**src/uart_async_pkg.sv**
```systemverilog
package uart_async_pkg;

  // ==========================================================
  // register map (byte addresses, one word each)
  localparam int          ADDR_W        = 5;
  localparam int          DATA_W        = 16;
  localparam logic [4:0]  OFS_CTRL      = 5'h00;
  localparam logic [4:0]  OFS_STATUS    = 5'h04;
  localparam logic [4:0]  OFS_BUFFER    = 5'h08;
  localparam logic [4:0]  OFS_BAUD_CTRL = 5'h0C;
  localparam logic [4:0]  OFS_T1_RELOAD = 5'h10;
  localparam logic [4:0]  OFS_T2_RELOAD = 5'h14;
  localparam logic [4:0]  OFS_T2_STATUS = 5'h18;

  // status field positions
  localparam int ST_TI      = 0;
  localparam int ST_RI      = 1;
  localparam int ST_RB8     = 2;
  localparam int ST_TX_BUSY = 3;
  localparam int ST_RX_BUSY = 4;
  localparam int T2ST_FLAG  = 0;

  // ==========================================================
  // reset values
  localparam logic [4:0]  CTRL_RST      = 5'h00;
  localparam logic [4:0]  BAUD_RST      = 5'h00;
  localparam logic [7:0]  T1_RELOAD_RST = 8'h00;
  localparam logic [15:0] T2_RELOAD_RST = 16'h0000;
  localparam logic [7:0]  T1_COUNT_RST  = 8'h00;
  localparam logic [15:0] T2_COUNT_RST  = 16'h0000;

  // ==========================================================
  // cycle counts
  localparam logic [3:0] PRE_T2_BAUD = 4'h2;
  localparam logic [3:0] PRE_FAST    = 4'h4;
  localparam logic [3:0] PRE_SLOW    = 4'hC;
  localparam logic [1:0] M2_FAST_LAST = 2'h1;
  localparam logic [1:0] M2_SLOW_LAST = 2'h3;
  localparam logic [3:0] DIV_LAST    = 4'hF;
  localparam logic [3:0] SAMPLE_A    = 4'h7;
  localparam logic [3:0] SAMPLE_C    = 4'h9;
  localparam logic [3:0] DECIDE      = 4'hA;
  localparam logic [3:0] LAST_10BIT  = 4'h9;
  localparam logic [3:0] LAST_11BIT  = 4'hA;
  localparam logic [1:0] TI_LAG      = 2'h2;

  // ==========================================================
  // types
  typedef enum logic [1:0] {
    MODE_OFF = 2'b00,
    MODE_1   = 2'b01,
    MODE_2   = 2'b10,
    MODE_3   = 2'b11
  } uart_mode_t;

  typedef enum logic [1:0] {
    TX_IDLE = 2'b00,
    TX_ARM  = 2'b01,
    TX_SEND = 2'b10
  } tx_state_t;

  typedef enum logic {
    RX_IDLE = 1'b0,
    RX_RUN  = 1'b1
  } rx_state_t;

  typedef struct packed {
    logic       transmit_ninth_bit;
    logic       multiprocessor_enable;
    logic       rx_enable;
    uart_mode_t mode;
  } ctrl_t;

  typedef struct packed {
    logic rx_timer2_select;
    logic tx_timer2_select;
    logic timer2_clock_select;
    logic timer1_clock_select;
    logic double_rate_bit;
  } baud_cfg_t;

endpackage

```
**src/uart_async_port.sv**
```systemverilog
`timescale 1ns/10ps
// Overview of operation
// - timer 1 baud is 2^double_rate/32 times clk over 4 or 12 times (256-reload).
// - in modes 1 and 3, tx and rx timer-2 select bits pick timer 2 per direction, else timer 1.
// - timer 2 baud is clk/(32*(65536-reload)), reload from high and low bytes.
// - any timer-2 baud select makes timer 2 count at clk/2.
// - timer-2 baud use suppresses overflow flag and external reload trigger.
// - mode 1 sends start, 8 data LSB first, stop after next /16 rollover.
// - mode 1 sets transmit-complete two cycles after the stop bit ends.
// - receive starts on falling edge only with rx enable; /16 counter reset.
// - each bit decided by majority of three mid-bit samples.
// - start bit not confirmed low abandons the frame.
// - mode 1 accepts if flag clear and, with multiprocessor, stop is 1.
// - rejected frame leaves buffer, ninth bit and flag untouched.
// - after mid stop bit the receiver returns to idle always.
// - modes 2 and 3 send 11 bits with ninth bit from control.
// - mode 2 baud is clk/64, or clk/32 with double rate.
// - mode 2 transmit starts at next rollover; flag set as stop is driven.
// - modes 2 and 3 store received ninth bit, data, and raise flag.
// - mode 3 frames as mode 2, clocks as mode 1.
// - multiprocessor in modes 2 and 3 accepts only ninth bit 1.
// - only software clears transmit and receive complete flags.
module uart_async_port
  import uart_async_pkg::*;
(
  // clock, reset, enable
  input  wire logic                                mclk,
  input  wire logic                                rst,
  input  wire logic                                ce,
  // register port
  input  wire logic [uart_async_pkg::ADDR_W-1:0]   addr,
  input  wire logic [uart_async_pkg::DATA_W-1:0]   wdata,
  input  wire logic                                wr,
  input  wire logic                                rd,
  output logic      [uart_async_pkg::DATA_W-1:0]   rdata,
  // pins
  input  wire logic                                rxd,
  input  wire logic                                timer2_external_trigger,
  output logic                                     txd
);
  import uart_async_pkg::*;

  // ==========================================================
  // registers
  ctrl_t       ctrl;
  baud_cfg_t   baud;
  logic [7:0]  timer1_reload_byte;
  logic [7:0]  timer2_reload_high;
  logic [7:0]  timer2_reload_low;
  logic        transmit_complete_flag;
  logic        receive_complete_flag;
  logic        receive_ninth_bit;
  logic [7:0]  serial_buffer;

  wire wr_ctrl   = wr & (addr == OFS_CTRL);
  wire wr_status = wr & (addr == OFS_STATUS);
  wire wr_buffer = wr & (addr == OFS_BUFFER);
  wire wr_baud   = wr & (addr == OFS_BAUD_CTRL);
  wire wr_t1     = wr & (addr == OFS_T1_RELOAD);
  wire wr_t2     = wr & (addr == OFS_T2_RELOAD);
  wire wr_t2st   = wr & (addr == OFS_T2_STATUS);
  wire clr_ti    = wr_status & wdata[ST_TI];
  wire clr_ri    = wr_status & wdata[ST_RI];
  wire nine_mode = ctrl.mode[1];

  // ==========================================================
  // baud sources
  logic t1_ovf;
  logic t2_ovf;
  logic t2_flag;
  logic t1_half;
  logic [1:0] m2_pre;

  baud_timers u_timers (
    .mclk                    (mclk),
    .rst                     (rst),
    .ce                      (ce),
    .cfg                     (baud),
    .timer1_reload_byte      (timer1_reload_byte),
    .t2_reload               ({timer2_reload_high, timer2_reload_low}),
    .timer2_external_trigger (timer2_external_trigger),
    .t2_flag_clear           (wr_t2st & wdata[T2ST_FLAG]),
    .t1_ovf                  (t1_ovf),
    .t2_ovf                  (t2_ovf),
    .timer2_overflow_flag    (t2_flag)
  );

  // timer 1 overflow feeds /32 or /16 of the baud rate, so halve without double rate
  wire t1_tick  = t1_ovf & (baud.double_rate_bit | t1_half);
  wire [1:0] m2_lim = baud.double_rate_bit ? M2_FAST_LAST : M2_SLOW_LAST;
  wire m2_tick  = ce & (m2_pre >= m2_lim);

  function automatic logic pick_tick(input uart_mode_t m, input logic use_t2,
                                     input logic t1t, input logic t2t, input logic m2t);
    if (m == MODE_OFF) begin
      pick_tick = 1'b0;
    end else if (m == MODE_2) begin
      pick_tick = m2t;
    end else begin
      pick_tick = use_t2 ? t2t : t1t;
    end
  endfunction

  wire tx_tick = pick_tick(ctrl.mode, baud.tx_timer2_select,
                           t1_tick, t2_ovf, m2_tick);
  wire rx_tick = pick_tick(ctrl.mode, baud.rx_timer2_select,
                           t1_tick, t2_ovf, m2_tick);

  always_ff @(posedge mclk or posedge rst) begin
    if (rst) begin
      t1_half <= 1'b0;
      m2_pre <= 2'h0;
    end else if (ce) begin
      if (t1_ovf) begin
        t1_half <= ~t1_half;
      end
      m2_pre <= m2_tick ? 2'h0 : m2_pre + 2'h1;
    end
  end

  // ==========================================================
  // transmitter
  tx_state_t  tx_state;
  logic [3:0] tx_div;
  logic [3:0] tx_bit;
  logic [7:0] tx_data;
  logic       tx_nine;
  logic [1:0] ti_lag;

  function automatic logic bit_value(input logic [3:0] idx, input logic [7:0] d,
                                     input logic nine, input logic [3:0] last);
    if (idx == 4'h0) begin
      bit_value = 1'b0;
    end else if (idx <= 4'h8) begin
      bit_value = d[3'(idx - 4'h1)];
    end else if (idx == last) begin
      bit_value = 1'b1;
    end else begin
      bit_value = nine;
    end
  endfunction

  wire [3:0] tx_last   = nine_mode ? LAST_11BIT : LAST_10BIT;
  wire       tx_roll   = tx_tick & (tx_div == DIV_LAST);
  wire       tx_step   = (tx_state == TX_SEND) & tx_roll;
  wire       stop_done = tx_step & (tx_bit == tx_last);
  wire [3:0] next_bit  = tx_bit + 4'h1;
  wire       stop_out  = tx_step & (next_bit == tx_last) & nine_mode;
  wire       ti_set    = stop_out | (ti_lag == 2'h1);

  always_ff @(posedge mclk or posedge rst) begin
    if (rst) begin
      tx_state <= TX_IDLE;
      tx_div <= 4'h0;
      tx_bit <= 4'h0;
      tx_data <= 8'h00;
      tx_nine <= 1'b0;
      txd <= 1'b1;
      ti_lag <= 2'h0;
    end else if (ce) begin
      if (tx_tick) begin
        tx_div <= tx_div + 4'h1;
      end
      ti_lag <= (stop_done && !nine_mode) ? TI_LAG
              : (ti_lag != 2'h0) ? ti_lag - 2'h1 : 2'h0;
      unique case (tx_state)
        TX_IDLE: begin
          txd <= 1'b1;
          if (wr_buffer && ctrl.mode != MODE_OFF) begin
            tx_data <= wdata[7:0];
            tx_nine <= ctrl.transmit_ninth_bit;
            tx_state <= TX_ARM;
          end
        end
        TX_ARM: begin
          if (tx_roll) begin
            tx_state <= TX_SEND;
            tx_bit <= 4'h0;
            txd <= 1'b0;
          end
        end
        TX_SEND: begin
          if (stop_done) begin
            tx_state <= TX_IDLE;
          end else if (tx_step) begin
            tx_bit <= next_bit;
            txd <= bit_value(next_bit, tx_data, tx_nine, tx_last);
          end
        end
        default: begin
          tx_state <= TX_IDLE;
        end
      endcase
    end
  end

  // ==========================================================
  // receiver
  rx_state_t  rx_state;
  logic [3:0] rx_div;
  logic [3:0] rx_bit;
  logic [7:0] rx_shift;
  logic       rx_nine;
  logic       fall;
  logic       vote;

  wire sample_en = rx_tick & (rx_state == RX_RUN)
                 & (rx_div >= SAMPLE_A) & (rx_div <= SAMPLE_C);
  wire decide    = rx_tick & (rx_state == RX_RUN) & (rx_div == DECIDE);
  wire rx_start  = (rx_state == RX_IDLE) & ctrl.rx_enable
                 & (ctrl.mode != MODE_OFF) & fall;
  wire bad_start = decide & (rx_bit == 4'h0) & vote;
  wire at_stop   = decide & (rx_bit == tx_last);
  wire mp_bit    = nine_mode ? rx_nine : vote;
  wire accept    = at_stop & ~receive_complete_flag
                 & (~ctrl.multiprocessor_enable | mp_bit);

  rx_line_filter u_filter (
    .mclk      (mclk),
    .rst       (rst),
    .ce        (ce),
    .rxd       (rxd),
    .sample_en (sample_en),
    .fall      (fall),
    .vote      (vote)
  );

  always_ff @(posedge mclk or posedge rst) begin
    if (rst) begin
      rx_state <= RX_IDLE;
      rx_div <= 4'h0;
      rx_bit <= 4'h0;
      rx_shift <= 8'h00;
      rx_nine <= 1'b0;
    end else if (ce) begin
      unique case (rx_state)
        RX_IDLE: begin
          if (rx_start) begin
            rx_state <= RX_RUN;
            rx_div <= 4'h0;
            rx_bit <= 4'h0;
          end
        end
        RX_RUN: begin
          if (rx_tick) begin
            rx_div <= rx_div + 4'h1;
          end
          if (bad_start || at_stop) begin
            rx_state <= RX_IDLE;
          end else if (decide) begin
            rx_bit <= rx_bit + 4'h1;
            if (rx_bit <= 4'h8) begin
              rx_shift <= {vote, rx_shift[7:1]};
            end else begin
              rx_nine <= vote;
            end
          end
        end
      endcase
    end
  end

  // ==========================================================
  // register writes, flags, read port
  logic [DATA_W-1:0] read_word;

  always_comb begin
    read_word = '0;
    unique case (addr)
      OFS_CTRL:      read_word[4:0] = ctrl;
      OFS_STATUS:    read_word[4:0] = {rx_state == RX_RUN, tx_state != TX_IDLE,
                                       receive_ninth_bit, receive_complete_flag,
                                       transmit_complete_flag};
      OFS_BUFFER:    read_word[7:0] = serial_buffer;
      OFS_BAUD_CTRL: read_word[4:0] = baud;
      OFS_T1_RELOAD: read_word[7:0] = timer1_reload_byte;
      OFS_T2_RELOAD: read_word = {timer2_reload_high, timer2_reload_low};
      OFS_T2_STATUS: read_word[T2ST_FLAG] = t2_flag;
      default:       read_word = '0;
    endcase
  end

  always_ff @(posedge mclk or posedge rst) begin
    if (rst) begin
      ctrl <= ctrl_t'(CTRL_RST);
      baud <= baud_cfg_t'(BAUD_RST);
      timer1_reload_byte <= T1_RELOAD_RST;
      timer2_reload_high <= T2_RELOAD_RST[15:8];
      timer2_reload_low <= T2_RELOAD_RST[7:0];
      transmit_complete_flag <= 1'b0;
      receive_complete_flag <= 1'b0;
      receive_ninth_bit <= 1'b0;
      serial_buffer <= 8'h00;
      rdata <= '0;
    end else if (ce) begin
      if (wr_ctrl) ctrl <= ctrl_t'(wdata[4:0]);
      if (wr_baud) baud <= baud_cfg_t'(wdata[4:0]);
      if (wr_t1) timer1_reload_byte <= wdata[7:0];
      if (wr_t2) begin
        timer2_reload_high <= wdata[15:8];
        timer2_reload_low <= wdata[7:0];
      end
      // hardware set beats a simultaneous software clear
      transmit_complete_flag <= (transmit_complete_flag & ~clr_ti) | ti_set;
      receive_complete_flag <= (receive_complete_flag & ~clr_ri) | accept;
      if (accept) begin
        serial_buffer <= rx_shift;
        receive_ninth_bit <= mp_bit;
      end
      rdata <= rd ? read_word : '0;
    end
  end
endmodule

```
**src/baud_timers.sv**
```systemverilog
`timescale 1ns/10ps
module baud_timers
  import uart_async_pkg::*;
(
  // clock and reset
  input  wire logic             mclk,
  input  wire logic             rst,
  input  wire logic             ce,
  // configuration
  input  wire baud_cfg_t        cfg,
  input  wire logic [7:0]       timer1_reload_byte,
  input  wire logic [15:0]      t2_reload,
  input  wire logic             timer2_external_trigger,
  input  wire logic             t2_flag_clear,
  // results
  output logic                  t1_ovf,
  output logic                  t2_ovf,
  output logic                  timer2_overflow_flag
);
  // ==========================================================
  // prescalers
  logic [3:0]  pre1;
  logic [3:0]  pre2;
  logic [7:0]  t1;
  logic [15:0] t2;
  logic        trig_s1;
  logic        trig_s2;
  logic        trig_prev;
  wire         t2_baud = cfg.rx_timer2_select | cfg.tx_timer2_select;
  wire  [3:0]  lim1    = cfg.timer1_clock_select ? PRE_FAST : PRE_SLOW;
  wire  [3:0]  lim2    = t2_baud ? PRE_T2_BAUD
                       : (cfg.timer2_clock_select ? PRE_FAST : PRE_SLOW);
  wire         step1   = pre1 >= lim1 - 4'h1;
  wire         step2   = pre2 >= lim2 - 4'h1;
  wire         trig    = trig_prev & ~trig_s2 & ~t2_baud;

  assign t1_ovf = ce & step1 & (t1 == 8'hFF);
  assign t2_ovf = ce & step2 & (t2 == 16'hFFFF);

  always_ff @(posedge mclk or posedge rst) begin
    if (rst) begin
      pre1 <= 4'h0;
      pre2 <= 4'h0;
      t1 <= T1_COUNT_RST;
      t2 <= T2_COUNT_RST;
      trig_s1 <= 1'b1;
      trig_s2 <= 1'b1;
      trig_prev <= 1'b1;
      timer2_overflow_flag <= 1'b0;
    end else if (ce) begin
      trig_s1 <= timer2_external_trigger;
      trig_s2 <= trig_s1;
      trig_prev <= trig_s2;
      pre1 <= step1 ? 4'h0 : pre1 + 4'h1;
      pre2 <= step2 ? 4'h0 : pre2 + 4'h1;
      if (step1) begin
        t1 <= (t1 == 8'hFF) ? timer1_reload_byte : t1 + 8'h01;
      end
      if (trig || t2_ovf) begin
        t2 <= t2_reload;
      end else if (step2) begin
        t2 <= t2 + 16'h0001;
      end
      // a rollover in the clearing cycle still sets the flag
      timer2_overflow_flag <= (timer2_overflow_flag & ~t2_flag_clear)
                            | (t2_ovf & ~t2_baud);
    end
  end
endmodule

```
**src/rx_line_filter.sv**
```systemverilog
`timescale 1ns/10ps
module rx_line_filter (
  // clock and reset
  input  wire logic mclk,
  input  wire logic rst,
  input  wire logic ce,
  // line and sampling
  input  wire logic rxd,
  input  wire logic sample_en,
  output logic      fall,
  output logic      vote
);
  logic       s1;
  logic       s2;
  logic       prev;
  logic [2:0] samples;

  function automatic logic majority(input logic [2:0] v);
    majority = (v[0] & v[1]) | (v[1] & v[2]) | (v[0] & v[2]);
  endfunction

  assign fall = prev & ~s2;
  assign vote = majority(samples);

  // idle line is high, so reset to high to avoid a false start edge
  always_ff @(posedge mclk or posedge rst) begin
    if (rst) begin
      s1 <= 1'b1;
      s2 <= 1'b1;
      prev <= 1'b1;
      samples <= 3'h7;
    end else if (ce) begin
      s1 <= rxd;
      s2 <= s1;
      prev <= s2;
      if (sample_en) begin
        samples <= {samples[1:0], s2};
      end
    end
  end

endmodule

```
**config.mk**
```make
export PLATFORM = sky130hd
export DESIGN_NAME = uart_async_port
export DESIGN_NICKNAME = d
export VERILOG_FILES = /design/src/uart_async_pkg.sv /design/src/uart_async_port.sv /design/src/baud_timers.sv /design/src/rx_line_filter.sv
export SDC_FILE = /design/constraint.sdc
export NUM_CORES = 1
export LEC_CHECK = 0
export BUFFER_PORTS_ARGS = -buffer_cell sky130_fd_sc_hd__buf_2
export CORE_MARGIN = 2
export CORE_UTILIZATION = 55
export DETAILED_ROUTE_END_ITERATION = 7
export PLACE_DENSITY_LB_ADDON = 0.2
export SYNTH_ARGS = -nofsm -noshare
export SYNTH_HDL_FRONTEND = slang
export SYNTH_SLANG_ARGS = --single-unit
```
**constraint.sdc**
```tcl
create_clock -name mclk -period 5.6 [get_ports mclk]
set_input_delay 0.56 -clock mclk [delete_from_list [all_inputs] [get_ports mclk]]
set_output_delay 0.56 -clock mclk [all_outputs]
set_load 0.03 [all_outputs]
```
**After elaboration in Yosys (flattened, before gate mapping)**

Index checks and enable logic that the tools add are counted.

- Bitwise gates (word level): 64
- Equal/unequal tests: 26
- Add/subtract/negate cells: 13
- Reductions and logical operators: 34
- Magnitude comparators: 8
- Multiplexer cells: 51

Operators by type and width:

| operator | number |
|---|---|
| 2-to-1 mux 16 bit | 3 |
| 2-to-1 mux 4 bit | 12 |
| bitwise AND 1 bit | 43 |
| adder 4 x 1 -> 4 bit (second input constant) | 6 |
| case mux 4 bit (2 select lines) | 3 |
| case mux 4 bit (6 select lines) | 1 |
| AND reduction 2 bit | 10 |
| AND reduction 5 bit | 4 |
| adder 16 x 1 -> 16 bit (second input constant) | 1 |
| equality test 16 bit (second input constant) | 1 |
| 2-to-1 mux 1 bit | 16 |
| 2-to-1 mux 2 bit | 8 |
| 2-to-1 mux 8 bit | 2 |
| != test 2 bit (second input constant) | 8 |
| equality test 5 bit (second input constant) | 3 |
| equality test 4 bit | 3 |
| less-or-equal comparator 4 bit (second input constant) | 3 |
| NOT 1 bit | 12 |
| equality test 5 x 4 -> 1 bit (second input constant) | 2 |
| nonzero test 2 bit | 5 |
| OR 1 bit | 9 |
| case mux 3 bit (3 select lines) | 1 |
| adder 8 x 1 -> 8 bit (second input constant) | 1 |
| equality test 4 bit (second input constant) | 2 |
| other kinds (27) | 37 |

- Word-level logic and storage cells: 239
- Register bits after elaboration: 146
- Output and inout port bits: 17
- Input bits: 28

**Depth between registers and ports, before layout**

- Depth in word-level cells: 16
- Depth in mapped cells: 10

**By module**

From an unflattened synthesis, not the netlist that was laid out.

- Cells, all modules: 727
- Area total of the unflattened synthesis: 7,619.8 µm²

By module, submodules not included:

| module | sequential area each (µm²) | times used | cells each | area an instance (µm²) |
|---|---|---|---|---|
| uart_async_port | 2,603.7 | 1 | 452 | 5,048.6 |
| baud_timers | 904.6 | 1 | 259 | 2,319.7 |
| rx_line_filter | 157.7 | 1 | 16 | 251.5 |

**Worst setup path before layout**

Ideal clock, no wire load.

- Kind: flip-flop to flip-flop
- Start point: register baud[3] (netlist bit)
- End point: register serial_buffer[1]
- Cell stages (with the launch flop): 9
- Setup time: 125 ps
- Slack: 2,654 ps
- Clock period less this slack: 2,946 ps
- Data arrival time: 2,821 ps
- Cells stage by stage: dfrtp_1 > or2_2 > ha_1 > a211o_1 > a21o_1 > a41oi_1 > a211o_1 > a2111oi_4 > mux2_2

- Longest elaborated chain between the ends: 15

RTL lines:

| item | line | source |
|---|---|---|
| start: declaration | uart_async_port.sv:46 | `baud_cfg_t baud;` |
| start signal: assignment | uart_async_port.sv:286 | `baud <= baud_cfg_t'(BAUD_RST);` |
| start signal: assignment | uart_async_port.sv:297 | `if (wr_baud) baud <= baud_cfg_t'(wdata[4:0]);` |
| OR 1 bit | baud_timers.sv:29 | `wire t2_baud = cfg.rx_timer2_select \| cfg.tx_timer2_select;` |
| 2-to-1 mux 4 bit | baud_timers.sv:31 | `wire [3:0] lim2 = t2_baud ? PRE_T2_BAUD` |
| subtractor 4 x 1 -> 4 bit | baud_timers.sv:34 | `wire step2 = pre2 >= lim2 - 4'h1;` |
| greater-or-equal comparator 4 bit | baud_timers.sv:34 |  |
| bitwise AND 1 bit (2 in a row) | baud_timers.sv:38 | `assign t2_ovf = ce & step2 & (t2 == 16'hFFFF);` |
| 2-to-1 mux 1 bit | uart_async_port.sv:100 | `pick_tick = use_t2 ? t2t : t1t;` |
| 2-to-1 mux 1 bit | uart_async_port.sv:97 | `end else if (m == MODE_2) begin` |
| 2-to-1 mux 1 bit | uart_async_port.sv:95 | `if (m == MODE_OFF) begin` |
| bitwise AND 1 bit (2 in a row) | uart_async_port.sv:209 | `wire decide = rx_tick & (rx_state == RX_RUN) & (rx_div == DECIDE);` |
| bitwise AND 1 bit | uart_async_port.sv:213 | `wire at_stop = decide & (rx_bit == tx_last);` |
| bitwise AND 1 bit | uart_async_port.sv:215 | `wire accept = at_stop & ~receive_complete_flag` |
| bitwise AND 1 bit | uart_async_port.sv:216 | `& (~ctrl.multiprocessor_enable \| mp_bit);` |
| AND reduction 2 bit (no source line) | -- |  |
| end signal: assignment | uart_async_port.sv:307 | `serial_buffer <= rx_shift;` |
| end: declaration | uart_async_port.sv:53 | `logic [7:0] serial_buffer;` |

No other way between the ends.
A chain may end at the register's enable or synchronous reset.

**Worst setup path after layout**

- Start point: register baud[3] (netlist bit)
- End point: register serial_buffer[4]

The elaborated chain is that of the path after synthesis.

==> impl_metrics.py <==
metrics = {
    "outcome": {
        "outcome": "completed",
    },
    "sta": {
        "finalClockSkew_ns": 0.005548,
        "fmax_mhz": 285.1,
        "slew_headroom_pct": 23.15,
        "tightest_slew_ns": 1.150,
        "finalCriticalPeriod_ns": 3.507,
        "slew_violations": 0,
        "setup_viol": 0,
        "finalHoldViolations": 0,
        "post-route-period-util_pct": 62.63,
        "setup_tns_ns": 0,
        "rsz0062_at_grt": "no",
    },
    "worst_setup_path": {
        "ff2ff_setup_slack_ns": 2.09,
        "cp_max_fo": 11,
        "critPathLaunchType": "flop",
        "endpoint_kind": "flop",
        "arrival_ns": 3.81,
        "worstReg2RegStart": "baud[3]",
        "reg2reg_depth": 8,
        "worstSetupStartpoint": "baud[3]",
        "timing.rr.end": "serial_buffer[4]",
        "critPathKind": "reg -> reg",
        "cp.required_ns": 5.90,
    },
    "grt": {
        "track_usage_pct": 26.01,
        "grt_pass1_wl_mm": 28.68,
        "antenna_found_initial": 0,
        "grt.overflow.total": 0,
        "grt_pass1_vias": 5499,
        "grt_max_degree": 87,
    },
    "route": {
        "dr.pass1.iters": 6,
        "drt_first_iter_violations": 530,
        "wl_mm": 17.28,
        "drc_errors": 0,
        "wl_per_cell_um": 19.40,
        "dr_total_vias": 5632,
        "routed_via_density": 6.321,
        "ant_nets": 0,
    },
    "clock_tree": {
        "cts_tree": "built",
        "clk_pin_slew_worst_paths_ns": 0.06,
        "cts_sinks": 146,
        "holdBufCountCts": 0,
        "clkLatencyLatePin_ns": 0.42,
        "post-cts-setup-buffers": 0,
        "clockBufferDepth": 2,
        "htree_levels": 4,
        "post_cts_resized": 0,
        "numCtsBuffers": 17,
        "cts_root_buffer": "clkbuf_16",
    },
    "logic_synthesis": {
        "synth.top_cell.area_share_pct": 46.81,
        "synth_top_flop_cell": "dfrtp_1",
        "synth_seq_cells": 146,
        "syn_avg_cell_area_um2": 10.87,
        "synth_warnings": 0,
        "synth_edf_count": 0,
        "synth_most_common_cell": "dfrtp_1",
        "synth_fp_nets": 713,
        "synthTopCellsByArea": "dfrtp_1 (47%), mux2_2 (11%), dfstp_2 (3.6%)",
        "synthArstFlopShare_pct": 100.0,
        "synth_cell_type_count": 67,
        "synthesis.area_mm2": 0.007271,
        "yosys.area.top_type": "dfrtp_1",
        "synthTopCellsByCount": "dfrtp_1 (136), mux2_2 (71), nand2_1 (49)",
        "ys_seq_area_share_pct": 50.42,
        "netlist_instances": 669,
    },
    "finish": {
        "final_cell_area_mm2": 0.008198,
        "nNetsFinal": 748,
        "drive_above_1_share_pct": 23.36,
        "diodes": 0,
        "area_growth_pct": 12.75,
    },
    "floorplan": {
        "start_util_pct": 55.57,
        "fp.dieW_um": 119.0,
        "num_rows": 42,
        "die_h_um": 119.0,
        "coreArea_mm2": 0.01309,
        "dieArea_mm2": 0.01416,
        "io_pins": 45,
    },
    "pwr": {
        "swShare_pct": 29.06,
        "p_int_mw": 2.110,
        "power.density_mw_per_mm2": 362.8,
        "seq_power_share_pct": 47.0,
        "leakage_nw": 3.762,
        "switching_power_mw": 0.8642,
        "vdd_ir_drop_max_mv": 0.1943,
        "pwr-share-comb_pct": 16.5,
        "p_clk_share_pct": 36.5,
    },
    "hold_path": {
        "hold_class": "in -> async",
    },
    "placed_design": {
        "hpwl_mm": 12.43,
        "dpl-instance-area_mm2": 0.007636,
        "place_congestion": 0.9334,
        "portBuffers": 44,
    },
    "flow_run": {
        "drv_cap": 0,
    },
}
==> cell usage in the layout, fill, tap and decap left out, types with 14 or more instances in the layout <==
master,instances
inv_1,19
ha_1,16
nand2_1,49
o21ai_0,31
nand3_1,32
a21oi_1,32
clkbuf_16,17
nor2_1,44
and3_1,14
buf_2,44
dfrtp_1,136
mux2_2,71
==> stage by stage <==
stage	util (%)	hold WS (ns)	cells	setup WS (ns)	total power, mW
after floorplan	-	0.4376	669	1.134	1.732
after global placement	58.36	0.4538	861	2.234	1.852
after detailed placement	58.36	0.4608	861	2.109	1.895
after CTS	62.65	0.3170	891	2.101	2.990
after global routing	62.65	0.3552	891	1.884	3.135
final	62.65	0.2862	891	2.093	2.974
==> cell type report <==
| cell class | instances | area, um2 |
|---|---|---|
| clock buffers | 24 | 481.7 |
| clock inverters | 6 | 80.08 |
| fillers | 1029 | 4887 |
| inverters | 20 | 80.08 |
| multi-input cells | 469 | 3405 |
| flip-flops and latches | 146 | 3666 |
| well taps | 176 | 220.2 |
| repair buffers | 50 | 265.3 |
==> routing by layer <==
layer | vias to the layer above | part of all wire (%) | routed length, um | GRT usage (%)
met3 | 38 | 6.3 | 1085 | 5.316
met2 | 222 | 49 | 8506 | 41.85
met5 | - | 0 | 0 | 0
met4 | 0 | 2.8 | 482 | 11.01
li1 | 2563 | - | - | -
met1 | 2809 | 42 | 7208 | 34.44
==> critical path, cell delays in order, from the launching register on <==
cell and delay [ns]:
dfrtp_1 0.42, or2_2 0.34, ha_1 0.29, a211o_1 0.13, a21o_1 0.27, a41oi_1 0.28, a211o_1 0.52, a2111oi_4 0.71
mux2_2 0.41
==> how the worst max path moves through the flow <==
| stage | end | slack, ns |
|---|---|---|
| after floorplan | baud[0] | 1.13 |
| final | serial_buffer[4] | 2.09 |
| after global routing | serial_buffer[4] | 1.88 |
| after CTS | serial_buffer[4] | 2.10 |
| after detailed placement | serial_buffer[4] | 2.11 |
| after global placement | serial_buffer[4] | 2.23 |
==> power by group through the flow <==
| stage | clock (mW) | combinational, mW | sequential [mW] |
|---|---|---|---|
| floorplan | 0 | 0.380 | 1.35 |
| global placement | 0 | 0.457 | 1.39 |
| detailed placement | 0 | 0.488 | 1.41 |
| CTS | 1.11 | 0.491 | 1.39 |
| global route | 1.15 | 0.563 | 1.42 |
| finish | 1.09 | 0.491 | 1.40 |
==> cells by family (layout without fill, tap and decap cells) <==
family / Yosys count / after routing / synth area share, %
muxes: 80 / 80 / 12.60
adders and majority gates: 17 / 17 / 2.891
buffers and inverters: 54 / 100 / 2.839
and+or+nand+nor: 195 / 195 / 13.47
AOI/OAI and AO/OA: 163 / 163 / 16.09
xor gates and xnor gates: 14 / 14 / 1.686
DFF: 146 / 146 / 50.42
==> state kept, by name, summed over array words and instances (netlist names), 5 cells and up <==
register	cells
timer2_reload_high	8
rx_shift	8
u_timers.t2	16
u_timers.t1	8
timer1_reload_byte	8
serial_buffer	8
baud	5
tx_data	8
ctrl	5
timer2_reload_low	8
rdata	16
Note: power is estimated with default switching activity, not from simulation.
